File: config.mk
export PLATFORM = sky130hd
export DESIGN_NAME = dss_sequencer
export DESIGN_NICKNAME = d
export VERILOG_FILES = /design/src/common/dss_pkg.sv /design/src/common/dss_ramp_if.sv /design/src/rtl/dss_ramp.sv /design/src/rtl/dss_sequencer.sv /design/src/rtl/dss_tick.sv
export SDC_FILE = /design/constraint.sdc
export NUM_CORES = 1
export LEC_CHECK = 0
export BUFFER_PORTS_ARGS = -buffer_cell sky130_fd_sc_hd__buf_4
export CAP_MARGIN = 5
export CELL_PAD_IN_SITES_DETAIL_PLACEMENT = 0
export CELL_PAD_IN_SITES_GLOBAL_PLACEMENT = 1
export CORE_MARGIN = 4
export CORE_UTILIZATION = 52
export DETAILED_ROUTE_END_ITERATION = 6
export PLACE_DENSITY_LB_ADDON = 0.25
export SYNTH_ARGS = -nofsm -noshare
export SYNTH_HDL_FRONTEND = slang
export SYNTH_SLANG_ARGS = --single-unit
File: constraint.sdc
create_clock -name CLOCK_I -period 13 [get_ports CLOCK_I]
set_clock_uncertainty 0.15 [all_clocks]
set_input_delay 2.6 -clock CLOCK_I [delete_from_list [all_inputs] [get_ports CLOCK_I]]
set_output_delay 2.6 -clock CLOCK_I [all_outputs]
set_load 0.005 [all_outputs]
File: src/common/dss_pkg.sv
// constants, register map and state codes for the drive start/stop sequencer
// Behaviour
// - direct start, zero brake time: run at once
// - direct start: brake for set time, then run
// - pre-excited start magnetises for set time; zero skips
// - pre-excitation only for asynchronous motors
// - tracking restart searches speed, starts at tracked frequency
// - hold startup frequency for hold time before accelerating
// - target below startup frequency: stay in standby
// - direction reversal skips the startup hold
// - startup braking only in direct start; percent current
// - search start: last stop, zero or maximum frequency
// - higher search rate searches faster
// - ramp stop decelerates, output off at zero
// - coast stop cuts output immediately
// - below onset frequency while decelerating, begin stop braking
// - remove output for wait time, then brake
// - stop braking drives the set percent current
// - brake for set duration; zero cancels braking
package dss_pkg;
  localparam int AW = 4;
  localparam int DW = 16;
  localparam int FW = 16;
  localparam int PCTW = 7;
  localparam int REG_CNT = 14;
  localparam logic [AW-1:0] REG_CTRL = 4'h0;
  localparam logic [AW-1:0] REG_START_FREQ = 4'h1;
  localparam logic [AW-1:0] REG_HOLD_TIME = 4'h2;
  localparam logic [AW-1:0] REG_START_CUR = 4'h3;
  localparam logic [AW-1:0] REG_START_TIME = 4'h4;
  localparam logic [AW-1:0] REG_SEARCH_RATE = 4'h5;
  localparam logic [AW-1:0] REG_ONSET_FREQ = 4'h6;
  localparam logic [AW-1:0] REG_WAIT_TIME = 4'h7;
  localparam logic [AW-1:0] REG_STOP_CUR = 4'h8;
  localparam logic [AW-1:0] REG_STOP_DUR = 4'h9;
  localparam logic [AW-1:0] REG_TARGET_FREQ = 4'ha;
  localparam logic [AW-1:0] REG_ACCEL_STEP = 4'hb;
  localparam logic [AW-1:0] REG_DECEL_STEP = 4'hc;
  localparam logic [AW-1:0] REG_MAX_FREQ = 4'hd;
  localparam logic [AW-1:0] REG_STATUS = 4'he;
  localparam logic [AW-1:0] REG_FREQ = 4'hf;
  // control register fields
  localparam int CTL_START = 0;
  localparam int CTL_STOP = 2;
  localparam int CTL_SEARCH = 3;
  localparam int CTL_ASYNC = 5;
  localparam logic [1:0] START_DIRECT = 2'h0;
  localparam logic [1:0] START_PREEXC = 2'h1;
  localparam logic [1:0] START_TRACK = 2'h2;
  localparam logic [1:0] SEARCH_LAST = 2'h0;
  localparam logic [1:0] SEARCH_ZERO = 2'h1;
  localparam logic [1:0] SEARCH_MAX = 2'h2;
  localparam logic STOP_COAST = 1'b1;
  // status register fields
  localparam int STS_STATE = 0;
  localparam int STS_OUT_EN = 4;
  localparam int STS_BRAKE = 5;
  localparam int STS_PREEXC = 6;
  localparam int STS_REVERSE = 7;
  // limits: frequency in 0.01 Hz, time in 0.1 s, current in percent
  localparam logic [DW-1:0] STARTUP_FREQ_MAX = 16'h03e8;
  localparam logic [DW-1:0] TIME_MAX = 16'h03e8;
  localparam logic [DW-1:0] PCT_MAX = 16'h0064;
  localparam logic [DW-1:0] SEARCH_RATE_MIN = 16'h0001;
  localparam logic [DW-1:0] MAX_FREQ_RST = 16'h1388;
  localparam logic [DW-1:0] MAX_FREQ_LIMIT = 16'h7530;
  localparam logic [DW-1:0] FULL_SCALE = 16'hffff;
  localparam int TENTH_S_NS = 100000000;
  localparam int CLK_PERIOD_NS = 20;
  localparam int TICK_CYCLES_DEF = TENTH_S_NS / CLK_PERIOD_NS;
  localparam int SYNC_RUN = 0;
  localparam int SYNC_DIR = 1;
  localparam int SYNC_MATCH = 2;
  localparam int SYNC_MREV = 3;
  localparam int SYNC_W = 4;

  typedef enum logic [3:0] {
    ST_IDLE = 4'h0,
    ST_SBRK = 4'h1,
    ST_HOLD = 4'h3,
    ST_RUN = 4'h2,
    ST_DECEL = 4'h6,
    ST_SWAIT = 4'h7,
    ST_STBRK = 4'h5,
    ST_PREX = 4'h9,
    ST_SEARCH = 4'hb
  } dss_state_t;

  function automatic logic [DW-1:0] dss_reg_limit(input logic [AW-1:0] idx,
                                                   input logic [DW-1:0] v);
    logic [DW-1:0] lim;
    lim = FULL_SCALE;
    unique case (idx)
      REG_START_FREQ: lim = STARTUP_FREQ_MAX;
      REG_HOLD_TIME, REG_START_TIME, REG_WAIT_TIME, REG_STOP_DUR: lim = TIME_MAX;
      REG_START_CUR, REG_STOP_CUR, REG_SEARCH_RATE: lim = PCT_MAX;
      REG_MAX_FREQ: lim = MAX_FREQ_LIMIT;
      default: lim = FULL_SCALE;
    endcase
    return (v > lim) ? lim : v;
  endfunction : dss_reg_limit
endpackage : dss_pkg

File: src/common/dss_ramp_if.sv
// frequency ramp control between sequencer and ramp generator
`timescale 1ns/1ps
`default_nettype none
interface dss_ramp_if;
  import dss_pkg::*;
  logic tick;
  logic load;
  logic [FW-1:0] load_val;
  logic [FW-1:0] target;
  logic [FW-1:0] step;
  logic [FW-1:0] freq;
  logic at_target;
  modport ctrl(output tick, load, load_val, target, step, input freq, at_target);
  modport ramp(input tick, load, load_val, target, step, output freq, at_target);
endinterface : dss_ramp_if
`default_nettype wire

File: src/rtl/dss_ramp.sv
// output frequency ramp: moves toward target by step on each tick
`timescale 1ns/1ps
`default_nettype none
module dss_ramp import dss_pkg::*; (
  input wire logic clk_i,
  input wire logic rst_i,
  dss_ramp_if.ramp r
);
  logic [FW-1:0] freq_q;
  logic [FW-1:0] freq_d;

  always_comb begin
    freq_d = freq_q;
    if (r.load) begin
      freq_d = r.load_val;
    end else if (r.tick) begin
      if (freq_q < r.target) begin
        freq_d = (r.target - freq_q > r.step) ? freq_q + r.step : r.target;
      end else if (freq_q > r.target) begin
        freq_d = (freq_q - r.target > r.step) ? freq_q - r.step : r.target;
      end
    end
  end

  always_ff @(posedge clk_i) begin
    if (rst_i) begin
      freq_q <= '0;
    end else begin
      freq_q <= freq_d;
    end
  end

  assign r.freq = freq_q;
  assign r.at_target = (freq_q == r.target);
endmodule : dss_ramp
`default_nettype wire

File: src/rtl/dss_sequencer.sv
// drive start/stop sequencer top: registers, state machine, power stage outputs
`timescale 1ns/1ps
`default_nettype none
module dss_sequencer import dss_pkg::*; #(
  parameter int TICK_CYCLES = TICK_CYCLES_DEF
) (
  input wire logic CLOCK_I,
  input wire logic SYS_RST_I,
  input wire logic [AW-1:0] ADDR_I,
  input wire logic [DW-1:0] WDATA_I,
  input wire logic WR_I,
  input wire logic RD_I,
  input wire logic RUN_CMD_I,
  input wire logic DIR_REV_I,
  input wire logic SPEED_MATCH_I,
  input wire logic MOTOR_REV_I,
  output logic [DW-1:0] RDATA_O,
  output logic [FW-1:0] FREQ_O,
  output logic OUTPUT_EN_O,
  output logic DC_BRAKE_O,
  output logic PREEXCITE_O,
  output logic [PCTW-1:0] BRAKE_CURRENT_O,
  output logic REVERSE_O
);
  dss_ramp_if rif();
  logic tick;
  logic [DW-1:0] cfg_q [REG_CNT];
  logic [DW-1:0] cfg_d [REG_CNT];
  logic [DW-1:0] rdata_d;
  logic [SYNC_W-1:0] meta_q;
  logic [SYNC_W-1:0] sync_q;
  dss_state_t state_q;
  dss_state_t state_d;
  logic [DW-1:0] timer_q;
  logic [DW-1:0] timer_d;
  logic rev_q;
  logic rev_d;
  logic skip_hold_q;
  logic skip_hold_d;
  logic [FW-1:0] last_freq_q;
  logic [FW-1:0] last_freq_d;
  logic en_d;
  logic brake_d;
  logic prex_d;
  logic [PCTW-1:0] cur_d;
  logic load;
  logic [FW-1:0] load_val;
  logic [FW-1:0] target;
  logic [FW-1:0] step;

  dss_tick #(.TICK_CYCLES(TICK_CYCLES)) u_tick (
    .clk_i(CLOCK_I),
    .rst_i(SYS_RST_I),
    .tick_o(tick)
  );

  dss_ramp u_ramp (
    .clk_i(CLOCK_I),
    .rst_i(SYS_RST_I),
    .r(rif.ramp)
  );

  assign rif.tick = tick;
  assign rif.load = load;
  assign rif.load_val = load_val;
  assign rif.target = target;
  assign rif.step = step;
  assign FREQ_O = rif.freq;

  // configuration fields
  logic [1:0] start_mode;
  logic stop_mode;
  logic [1:0] search_start;
  logic motor_async;
  logic run_req;
  logic dir_req;
  logic [FW-1:0] freq;
  logic [FW-1:0] search_rate;
  assign start_mode = cfg_q[REG_CTRL][CTL_START +: 2];
  assign stop_mode = cfg_q[REG_CTRL][CTL_STOP];
  assign search_start = cfg_q[REG_CTRL][CTL_SEARCH +: 2];
  assign motor_async = cfg_q[REG_CTRL][CTL_ASYNC];
  assign run_req = sync_q[SYNC_RUN];
  assign dir_req = sync_q[SYNC_DIR];
  assign freq = rif.freq;
  // a zero rate would stall the search, so it counts as the slowest rate
  assign search_rate = (cfg_q[REG_SEARCH_RATE] < SEARCH_RATE_MIN) ?
                       SEARCH_RATE_MIN : cfg_q[REG_SEARCH_RATE];

  function automatic logic elapsed(input logic [DW-1:0] t, input logic [DW-1:0] setting);
    return t >= setting;
  endfunction : elapsed

  // register file and read port
  always_comb begin
    cfg_d = cfg_q;
    if (WR_I && (ADDR_I < AW'(REG_CNT))) begin
      cfg_d[ADDR_I] = dss_reg_limit(ADDR_I, WDATA_I);
    end
    rdata_d = '0;
    if (RD_I) begin
      if (ADDR_I < AW'(REG_CNT)) begin
        rdata_d = cfg_q[ADDR_I];
      end else if (ADDR_I == REG_STATUS) begin
        rdata_d[STS_STATE +: 4] = state_q;
        rdata_d[STS_OUT_EN] = OUTPUT_EN_O;
        rdata_d[STS_BRAKE] = DC_BRAKE_O;
        rdata_d[STS_PREEXC] = PREEXCITE_O;
        rdata_d[STS_REVERSE] = REVERSE_O;
      end else begin
        rdata_d = freq;
      end
    end
  end

  always_ff @(posedge CLOCK_I) begin
    if (SYS_RST_I) begin
      for (int i = 0; i < REG_CNT; i++) begin
        cfg_q[i] <= '0;
      end
      cfg_q[REG_MAX_FREQ] <= MAX_FREQ_RST;
      RDATA_O <= '0;
      meta_q <= '0;
      sync_q <= '0;
    end else begin
      cfg_q <= cfg_d;
      RDATA_O <= rdata_d;
      meta_q <= {MOTOR_REV_I, SPEED_MATCH_I, DIR_REV_I, RUN_CMD_I};
      sync_q <= meta_q;
    end
  end

  // sequencer state machine
  always_comb begin
    state_d = state_q;
    rev_d = rev_q;
    skip_hold_d = skip_hold_q;
    last_freq_d = last_freq_q;
    target = freq;
    step = '0;
    unique case (state_q)
      ST_IDLE: begin
        if (run_req && (cfg_q[REG_TARGET_FREQ] >= cfg_q[REG_START_FREQ])) begin
          skip_hold_d = (dir_req != rev_q);
          rev_d = dir_req;
          unique case (start_mode)
            START_PREEXC: begin
              state_d = (motor_async && (cfg_q[REG_START_TIME] != '0)) ?
                        ST_PREX : ST_HOLD;
            end
            START_TRACK: state_d = ST_SEARCH;
            default: begin
              state_d = (cfg_q[REG_START_TIME] != '0) ? ST_SBRK : ST_HOLD;
            end
          endcase
        end
      end
      ST_SBRK, ST_PREX: begin
        if (!run_req) begin
          state_d = ST_IDLE;
        end else if (elapsed(timer_q, cfg_q[REG_START_TIME])) begin
          state_d = ST_HOLD;
        end
      end
      ST_SEARCH: begin
        target = (search_start == SEARCH_ZERO) ? cfg_q[REG_MAX_FREQ] : '0;
        step = search_rate;
        if (!run_req) begin
          state_d = ST_IDLE;
        end else if (sync_q[SYNC_MATCH] || rif.at_target) begin
          state_d = ST_RUN;
          rev_d = sync_q[SYNC_MATCH] ? sync_q[SYNC_MREV] : rev_q;
        end
      end
      ST_HOLD: begin
        target = cfg_q[REG_START_FREQ];
        if (!run_req) begin
          state_d = (stop_mode == STOP_COAST) ? ST_IDLE : ST_DECEL;
          last_freq_d = freq;
        end else if (skip_hold_q || elapsed(timer_q, cfg_q[REG_HOLD_TIME])) begin
          state_d = ST_RUN;
        end
      end
      ST_RUN: begin
        // a reversal ramps through zero and carries on without a hold
        target = (dir_req != rev_q) ? '0 : cfg_q[REG_TARGET_FREQ];
        step = (freq < target) ? cfg_q[REG_ACCEL_STEP] : cfg_q[REG_DECEL_STEP];
        if ((dir_req != rev_q) && (freq == '0)) begin
          rev_d = dir_req;
        end
        if (!run_req) begin
          state_d = (stop_mode == STOP_COAST) ? ST_IDLE : ST_DECEL;
          last_freq_d = freq;
        end
      end
      ST_DECEL: begin
        target = '0;
        step = cfg_q[REG_DECEL_STEP];
        if (run_req) begin
          state_d = ST_RUN;
        end else if ((cfg_q[REG_STOP_DUR] != '0) && (freq < cfg_q[REG_ONSET_FREQ])) begin
          state_d = ST_SWAIT;
        end else if (freq == '0) begin
          state_d = ST_IDLE;
        end
      end
      ST_SWAIT: begin
        if (elapsed(timer_q, cfg_q[REG_WAIT_TIME])) begin
          state_d = ST_STBRK;
        end
      end
      ST_STBRK: begin
        if (elapsed(timer_q, cfg_q[REG_STOP_DUR])) begin
          state_d = ST_IDLE;
        end
      end
      default: state_d = ST_IDLE;
    endcase
    // ramp preload on state entry
    load = 1'b0;
    load_val = '0;
    if (state_d != state_q) begin
      unique case (state_d)
        ST_HOLD: begin
          load = 1'b1;
          load_val = cfg_q[REG_START_FREQ];
        end
        ST_SEARCH: begin
          load = 1'b1;
          unique case (search_start)
            SEARCH_LAST: load_val = last_freq_q;
            SEARCH_MAX: load_val = cfg_q[REG_MAX_FREQ];
            default: load_val = '0;
          endcase
        end
        ST_RUN, ST_DECEL: load = 1'b0;
        default: load = 1'b1;
      endcase
    end
    timer_d = (state_d != state_q) ? '0 :
              (tick && (timer_q != FULL_SCALE)) ? timer_q + 16'h1 : timer_q;
    // power stage drive follows the next state
    en_d = 1'b0;
    brake_d = 1'b0;
    prex_d = 1'b0;
    cur_d = '0;
    unique case (state_d)
      ST_HOLD, ST_RUN, ST_DECEL, ST_SEARCH: en_d = 1'b1;
      ST_SBRK: begin
        brake_d = 1'b1;
        cur_d = cfg_q[REG_START_CUR][PCTW-1:0];
      end
      ST_PREX: begin
        prex_d = 1'b1;
        cur_d = cfg_q[REG_START_CUR][PCTW-1:0];
      end
      ST_STBRK: begin
        brake_d = 1'b1;
        cur_d = cfg_q[REG_STOP_CUR][PCTW-1:0];
      end
      default: en_d = 1'b0;
    endcase
  end

  always_ff @(posedge CLOCK_I) begin
    if (SYS_RST_I) begin
      state_q <= ST_IDLE;
      timer_q <= '0;
      rev_q <= 1'b0;
      skip_hold_q <= 1'b0;
      last_freq_q <= '0;
      OUTPUT_EN_O <= 1'b0;
      DC_BRAKE_O <= 1'b0;
      PREEXCITE_O <= 1'b0;
      BRAKE_CURRENT_O <= '0;
      REVERSE_O <= 1'b0;
    end else begin
      state_q <= state_d;
      timer_q <= timer_d;
      rev_q <= rev_d;
      skip_hold_q <= skip_hold_d;
      last_freq_q <= last_freq_d;
      OUTPUT_EN_O <= en_d;
      DC_BRAKE_O <= brake_d;
      PREEXCITE_O <= prex_d;
      BRAKE_CURRENT_O <= cur_d;
      REVERSE_O <= rev_d;
    end
  end
endmodule : dss_sequencer
`default_nettype wire

File: src/rtl/dss_tick.sv
// tenth-of-a-second tick generator
`timescale 1ns/1ps
`default_nettype none
module dss_tick import dss_pkg::*; #(
  parameter int TICK_CYCLES = TICK_CYCLES_DEF
) (
  input wire logic clk_i,
  input wire logic rst_i,
  output logic tick_o
);
  localparam logic [31:0] LAST = 32'(TICK_CYCLES - 1);
  logic [31:0] cnt_q;
  logic [31:0] cnt_d;
  logic tick_d;

  always_comb begin
    tick_d = (cnt_q == LAST);
    cnt_d = tick_d ? '0 : cnt_q + 32'h1;
  end

  always_ff @(posedge clk_i) begin
    if (rst_i) begin
      cnt_q <= '0;
      tick_o <= 1'b0;
    end else begin
      cnt_q <= cnt_d;
      tick_o <= tick_d;
    end
  end
endmodule : dss_tick
`default_nettype wire
* Word level (Yosys, flattened, before mapping)
Memory sizes are Yosys's and may differ from the RTL's.
Cells that the tools add are included.
** Storage, ports and cells
- Input bits :: 28
- Memories kept :: 1
- Memory bits (read-only) :: 240
- Word-level logic and storage cells :: 171
- Register bits :: 345
** Operators by class
- Order comparisons :: 16
- Mux-type cells :: 56
- Add/subtract/negate cells :: 6
- Eq/ne operators :: 30
- Reductions and logical operators :: 30
- Bitwise logic cells :: 3
** Memories
- (name not given) :: words 16, width 15, rd ports 1, clocked after memory_dff 0, wr ports 0, RTL line dss_pkg.sv:93 : unique case (idx)
** Operators by type and width (number)
- $mux W16 :: 17
- $bwmux W224 :: 1
- $ge A16 B16 Y1 :: 5
- $bmux W16 S4 :: 1
- $demux W16 S4 :: 1
- $gt A16 B16 Y1 :: 4
- $pmux W16 S2 :: 2
- $pmux W16 S4 :: 1
- $mux W4 :: 14
- $lt A16 B16 Y1 :: 3
- $pmux W16 S3 :: 1
- $sub A16 B16 Y16 :: 3
- $add A32 B1 Y32 const B :: 1
- $eq A32 B23 Y1 const B :: 1
- $pmux W4 S8 :: 1
- $reduce_bool A16 Y1 :: 2
- $eq A4 B3 Y1 const B :: 5
- $eq A4 B4 Y1 const B :: 5
- $add A16 B1 Y16 const B :: 1
- $add A16 B16 Y16 :: 1
- $eq A16 B16 Y1 :: 1
- $eq A4 B2 Y1 const B :: 4
- $logic_not A16 Y1 :: 1
- $lt A16 B1 Y1 const B :: 1
- other kinds (29) :: 64

* Longest topological paths before layout
Gate-level depths: netlist of run 1.
- Depth after elaboration :: 14
- Depth in mapped cells :: 32
- Gate-level depth less buffers :: 28

* Cells and area by module
A second synthesis of run 1 with hierarchy kept.
** Second synthesis, totals
- Cell total of the unflattened synthesis :: 2769
- Area total of the unflattened synthesis :: 23218.5 um^2
** Modules (own cells, without submodules)
- dss_sequencer :: times used 1, area each 16856.2 um^2, cells an instance 1940
- dss_ramp :: times used 1, area each 4735.8 um^2, cells an instance 646
- dss_tick :: times used 1, area each 1626.6 um^2, cells an instance 183

* Least setup slack after synthesis of run 1
No wires, ideal clock.
- Kind :: input-to-reg
- Start point :: input port ADDR_I[0]
- End point :: register cfg_q[112] in the netlist's numbering
- Data arrival time :: 6872 ps
- Cell stages on the path :: 24
- Library setup time :: 132 ps
- Path buffers :: 6
- Path slack :: 5845 ps
- Cell sequence :: clkbuf_1 > buf_1 > clkbuf_1 > inv_1 > ha_1 > o21ai_0 > o21ai_0 > inv_1 > nor2_1 > inv_1 > ha_1 > nor2b_1 > o21a_1 > o21a_1 > o21ai_1 > a21oi_1 > o21ai_1 > a21oi_1 > o21ba_1 > buf_2 > buf_2 > mux2i_1 > clkbuf_1 > a21oi_1
** Between the ends
- Word-level cells in the longest chain between the ends :: 6
- Elaborated cells on any way between the ends :: 13
** Ends and longest elaborated chain
- start, declared :: RTL line dss_sequencer.sv:9 : input wire logic [AW-1:0] ADDR_I,
- parallel branches: the longest is 6 deep, another holds $gt A16 B16 Y1
- end signal, assigned :: RTL line dss_sequencer.sv:126 : cfg_q <= cfg_d;
- end, declared :: RTL line dss_sequencer.sv:27 : logic [DW-1:0] cfg_q [REG_CNT];
Several ways; the timed one is not identified. The select of a mux whose other input is x is not followed.
A chain may end at the register's enable or synchronous reset.

* Worst setup path after layout of run 1
- Start point :: input port ADDR_I[1]
- End point :: register cfg_q[73] in the netlist's numbering
Same word-level chain as after synthesis.

==> results.cfg, run 1 <==
[outcome]
status = complete, no violations

[detailed_routing]
num_vias = 21432
vias_per_cell = 6.45
drt-pass1-iter-count = 6
drc = 0
wl_per_cell_um = 24.1
ant_nets = 0
drt-initial-drc-count = 2232
routed_wl_mm = 80.1

[grt]
antenna_found_initial = 2
grt_pass1_wl_mm = 123
grt_pass1_vias = 20153
grt_max_degree = 126
grt_overflow = 0
track_usage_pct = 33.3

[critical_path]
cp_num_buf_inv = 5
r2r-start = state_q[1]$_SDFF_PP0_
slowest_stage = mux2i_1
startpoint = ADDR_I[1]
end_kind = register
path_delay_family = compound AO/OA/AOI/OAI gates
critPathMaxFanout = 17
worstPathRequired_ps = 13250
arrival_ps = 8660
crit_chain = buf_4 > inv_1 > nand2_1 > o21ai_0 > o21ai_0 > inv_1 > nor2_1 > inv_1 > ha_1 > nor2b_1 > o21a_1 > o21a_1 > o21ai_1 > a21oi_1 > o21ai_1 > a21oi_1 > o21ba_1 > buf_4 > mux2i_1 > a21oi_1
setup.worst_path.start_class = input pin
cpPeakStageDelay_ps = 970
crit_type = in -> reg

[pwr]
p_int_w = 0.00235
p_sw_w = 0.00151
p_seq_share_pct = 29.8
p_leak_nw = 9.80
power_frac_comb_pct = 40.8
powerDensity_nw_per_um2 = 155
ir_worst_vdd_mv = 0.108
switching_share_pct = 39.2
clkPwrFrac_pct = 29.4

[sta]
finalCritPeriodShare_pct = 64.7
final_hold_viol_count = 0
finalSetupViolCount = 0
rsz0062_at_grt = false
period_needed_ps = 8410
tightest_slew_ps = 1260
slew_viol_final = 0
max_clock_freq_mhz = 119
fin_setup_tns_ps = 0
relSlewSlack_pct = 15.7

[synth]
ys_seq_area_share_pct = 30.7
synth_area_um2 = 22500
synthCells = 2719
synth-seq-cells = 345
syn-num-nets = 2981
synth_ff_type = dfxtp_1
muxShareOfSynthArea_pct = 7.33
synth-simple-area-share_pct = 15.0
yosys.area_share.adder_pct = 13.1
synth_edf_count = 0
postSynthAreaPerCell_um2 = 8.28
synth_cell_types = 84
synth-compound-area-share_pct = 24.7
synth_top_family_by_area = compound AO/OA/AOI/OAI gates
ys_warn_count = 0
synth_xor_xnor_area_share_pct = 3.06
synthArstFlopShare_pct = 0

[die]
start_util_pct = 53.2
chipHeight_um = 216
die_w_um = 216
core_area_um2 = 42300
rows = 75
ios = 71
die_area_um2 = 46700

[clock_network]
cts_made_buffers = 40
path_clk_slew_ps = 60
cts_sinks = 345
cts_hold_buffers = 0
cts_setup_buffers = 0
clockRootBuffer = clkbuf_16
cts_resized = 0
h-tree-depth = 2
cts_tree = built
worstSkewPairLatency_ps = 570
clockBufferDepth = 3

[flow_run]
drv_cap = 0

[cells_and_area]
layout_common_cells = dfxtp_1, a21oi_1, o21ai_0
final_common_cell = dfxtp_1
layout.nets = 2975
postLayoutCoreUtil_pct = 58.8
area_growth_pct = 10.5
drive_above_1_share_pct = 11.0
n_fill_cell = 3827

[hold_path]
min_path_type = reg -> reg
holdCritStartpoint = meta_q[3]$_SDFF_PP0_

[placement]
hpwl_mm = 59.4
gp_congestion = 0.965
port_buffers = 70
## kinds of logic after synthesis
kind of cell             Yosys count
flip-flops                       345
multiplexers                     101
adder cells (fa/ha/maj)          234
AO/OA/AOI/OAI                    906
buffers and inverters            358
XOR/XNOR                          77
AND/OR/NAND/NOR                  698
## final cells by class
class	count	area [µm²]	share of cell area [%]
antenna	1	2.50	0.0101
clock buffer	56	1160	4.68
clock inverter	18	143	0.574
inverter	183	689	2.77
multi-input combinational	2016	14300	57.4
sequential	345	6910	27.8
tap	577	722	2.90
timing repair buffer	127	961	3.86
## Yosys cell counts, drive strengths merged, types with 13 or more instances
| cell | number | share of area (%) |
|---|---|---|
| a2111oi | 23 | 0.89 |
| a211oi | 46 | 1.5 |
| a21o | 32 | 1.1 |
| a21oi | 308 | 6.9 |
| a221oi | 23 | 0.89 |
| a222oi | 14 | 0.62 |
| a31oi | 13 | 0.36 |
| a41oi | 16 | 0.62 |
| and3 | 23 | 0.64 |
| buf | 22 | 0.48 |
| clkbuf | 153 | 2.6 |
| dfxtp | 345 | 31 |
| ha | 230 | 13 |
| inv | 182 | 3.0 |
| mux2 | 30 | 1.5 |
| mux2i | 23 | 1.0 |
| mux4 | 48 | 4.8 |
| nand2 | 191 | 3.2 |
| nand2b | 24 | 0.67 |
| nand3 | 87 | 1.9 |
| nand4 | 32 | 0.89 |
| nor2 | 170 | 2.8 |
| nor2b | 52 | 1.4 |
| nor3 | 42 | 1.0 |
| nor4 | 21 | 0.58 |
| o211ai | 17 | 0.57 |
| o21a | 15 | 0.50 |
| o21ai | 270 | 6.0 |
| o21bai | 13 | 0.43 |
| o22ai | 27 | 0.75 |
| o31ai | 16 | 0.56 |
| or3 | 13 | 0.36 |
| xnor2 | 40 | 1.6 |
| xor2 | 37 | 1.4 |
## power by group through the flow
stage	Combinational [W]	Sequential, W	Clock (W)
floorplan	0.00113	0.00115	0
global placement	0.00150	0.00117	0
detailed placement	0.00153	0.00117	0
CTS	0.00154	0.00115	0.00114
global route	0.00172	0.00115	0.00119
finish	0.00158	0.00115	0.00113
## final timing paths
| check | end | slack, ps | cells after the start |
|---|---|---|---|
| worst min register to register | sync_q[3]$_SDFF_PP0_ | 300 | 1 |
| worst max register to register | u_ramp.r.freq[5]$_SDFFE_PP0P_ | 4910 | 26 |
| worst max-delay path | cfg_q[73]$_SDFFE_PP0P_ | 4590 | 20 |
| worst min-delay path | sync_q[3]$_SDFF_PP0_ | 300 | 1 |
## routing by layer
layer  wire length (µm)  GRT usage (%)  share of wire, %
met5                  0              0                 0
met1              34600           45.8                43
met3               6410           5.76               8.0
met4               4240           15.0               5.3
met2              34900           51.4                44
## stage by stage
stage / setup WS [ps] / hold slack [ps] / power (W) / cells / cell area, µm²
3_3_place_gp: 4390 / 278 / 0.00267 / 3247 / 23500
4_1_cts: 4850 / 298 / 0.00383 / 3321 / 24900
3_5_place_dp: 4260 / 288 / 0.00271 / 3247 / 23500
5_1_grt: 4220 / 311 / 0.00406 / 3322 / 24900
6_report: 4590 / 298 / 0.00386 / 3323 / 24900
2_1_floorplan: 5850 / 264 / 0.00227 / 2719 / 22500
## flip-flops by register name, summed over array words and instances (netlist names), 4 cells and up
register	flops
sync_q	4
state_q	4
BRAKE_CURRENT_O	7
cfg_q	224
timer_q	16
RDATA_O	16
u_tick.cnt_q	32
meta_q	4
u_ramp.r.freq	16
last_freq_q	16
Power figures use the tool's default switching activity.
==> run 2: changes to the inputs <==
- CORE_UTILIZATION: 52 -> 48
- clock period: 13 -> 8.63 ns (I/O delays scaled with it)
==> run 2 against run 1 <==
The flow now finishes with violations (DRC). First-iteration DRC count is 19% higher. Register-to-register slack lost 3800 ps. Sequential share of layout area shrank 0.32 points. Flip-flop and latch count unchanged. Largest power group unchanged. Highest routed layer unchanged.
==> results.cfg, run 2 (synthesis gave the netlist of run 1 again) <==
[outcome]
status = finished with violations
violations = DRC

[clock_network]
path_clk_slew_ps = 60
cts_setup_buffers = 0
h-tree-depth = 2
clockBufferDepth = 3
worstSkewPairLatency_ps = 590
cts_made_buffers = 41
clockRootBuffer = clkbuf_16
cts_resized = 0
cts_hold_buffers = 0
cts_sinks = 345
cts_tree = built

[cells_and_area]
area_growth_pct = 11.8
final_common_cell = dfxtp_1
reg.largest.list = cfg_q x224, u_tick.cnt_q x32
n_fill_cell = 4385
antenna_cells = 0
regMostFlops = cfg_q
seq_area_um2 = 6910
largest_reg_flops = 224
drive_above_1_share_pct = 11.7
layout_common_cells = dfxtp_1, a21oi_1, o21ai_0
multi_input_area_um2 = 14300
postLayoutCoreUtil_pct = 54.2
postLayoutCellArea_um2 = 25200
layout.nets = 2997

[pwr]
power_frac_comb_pct = 40.5
switching_share_pct = 38.4
p_leak_nw = 9.93
finalPower_w = 0.00591
p_sw_w = 0.00227
powerDensity_nw_per_um2 = 235
p_seq_share_pct = 29.2
clkPwrFrac_pct = 30.3
ir_worst_vdd_mv = 0.194
p_int_w = 0.00364

[placement]
gp_congestion = 0.929
port_buffers = 70
place_area_um2 = 23700
hpwl_mm = 61.7

[grt]
track_usage_pct = 32.1
grt_overflow = 0
grt_max_degree = 219
antenna_found_initial = 0
grt_pass1_wl_mm = 125
grt_pass1_vias = 20092

[die]
start_util_pct = 48.5
core_area_um2 = 46500
ios = 71
die_area_um2 = 50400
chipHeight_um = 225
rows = 79
die_w_um = 225

[critical_path]
slowest_stage = dfxtp_1
end_kind = register
cpPeakStageDelay_ps = 700
setup.worst_path.start_class = register
crit_type = reg -> reg
crit_top_cell = a211oi_1
worstPathRequired_ps = 8870
arrival_ps = 7790
critPathMaxFanout = 25

[sta]
fin_setup_tns_ps = 0
rsz0062_at_grt = false
period_needed_ps = 7550
finalCritPeriodShare_pct = 87.4
final_hold_viol_count = 0
finalSetupViolCount = 0
slew_viol_final = 0
relSlewSlack_pct = 9.77
tightest_slew_ps = 1320
max_clock_freq_mhz = 133

[hold_path]
min_path_type = reg -> reg

[detailed_routing]
drt-initial-drc-count = 2650
num_vias = 21498
wl_per_cell_um = 24.8
vias_per_cell = 6.38
drt-pass1-iter-count = 7
drc = 2
ant_nets = 0
routed_wl_mm = 83.6

[flow_run]
drv_cap = 0
-- run 2: changes by cell type in the layout (fill, tap and decap cells not counted), moves of 2 or more --
cell / change
clkbuf_8: +3
clkinv_2: -6
clkbuf_1: -2
buf_6: +2
bufinv_16: +2
clkinv_4: -2
clkinvlp_4: +2
buf_4: +18
-- run 2: layout make-up --
cell class	count	share of cell area, %
Multi-Input combinational cell	2016	56.8
Sequential cell	345	27.5
Clock buffer	57	4.76
Clock inverter	15	0.766
Inverter	183	2.74
Timing Repair Buffer	148	4.49
Tap cell	607	3.02
-- run 2: routing by layer --
| metal | part of all wire [%] | vias up | track usage, % |
|---|---|---|---|
| met5 | 0 | - | 0 |
| met4 | 5.8 | 0 | 15.8 |
| met3 | 8.2 | 233 | 5.05 |
| met2 | 43 | 1004 | 48.5 |
| met1 | 43 | 10297 | 44.8 |
| li1 | - | 9964 | - |
-- run 2: per-stage QoR --
stage / std cells / setup WS, ps / hold WS, ps
after global routing: 3371 / 393 / 309
after detailed placement: 3297 / 1330 / 281
after CTS: 3369 / 1260 / 291
after global placement: 3296 / 1390 / 277
final: 3371 / 1080 / 286
after floorplan: 2719 / 2350 / 264
-- run 2: path summary, 6_finish.rpt --
check / startpoint / to / slack, ps / cells past startpoint
worst max-delay path: state_q[1]$_SDFF_PP0_ / u_ramp.r.freq[5]$_SDFFE_PP0P_ / 1080 / 27
worst min-delay path: meta_q[3]$_SDFF_PP0_ / sync_q[3]$_SDFF_PP0_ / 290 / 1
worst max register to register: state_q[1]$_SDFF_PP0_ / u_ramp.r.freq[5]$_SDFFE_PP0P_ / 1080 / 27
worst min register to register: meta_q[3]$_SDFF_PP0_ / sync_q[3]$_SDFF_PP0_ / 290 / 1
-- run 2: worst max-delay path: cells and delay by family, from the launching register on --
kind / cells / cell delay, ps
compound gates: 14 / 3020
simple gates: 8 / 2050
fa+ha+maj: 2 / 730
buf+inv: 2 / 600
flops: 1 / 700
xor+xnor: 1 / 110
-- run 2: power groups by stage --
stage / logic (W) / clock network [W] / registers (W)
2_1_floorplan: 0.00170 / 0 / 0.00173
3_3_place_gp: 0.00231 / 0 / 0.00175
3_5_place_dp: 0.00233 / 0 / 0.00175
4_1_cts: 0.00234 / 0.00181 / 0.00172
5_1_grt: 0.00263 / 0.00188 / 0.00172
6_report: 0.00239 / 0.00179 / 0.00172
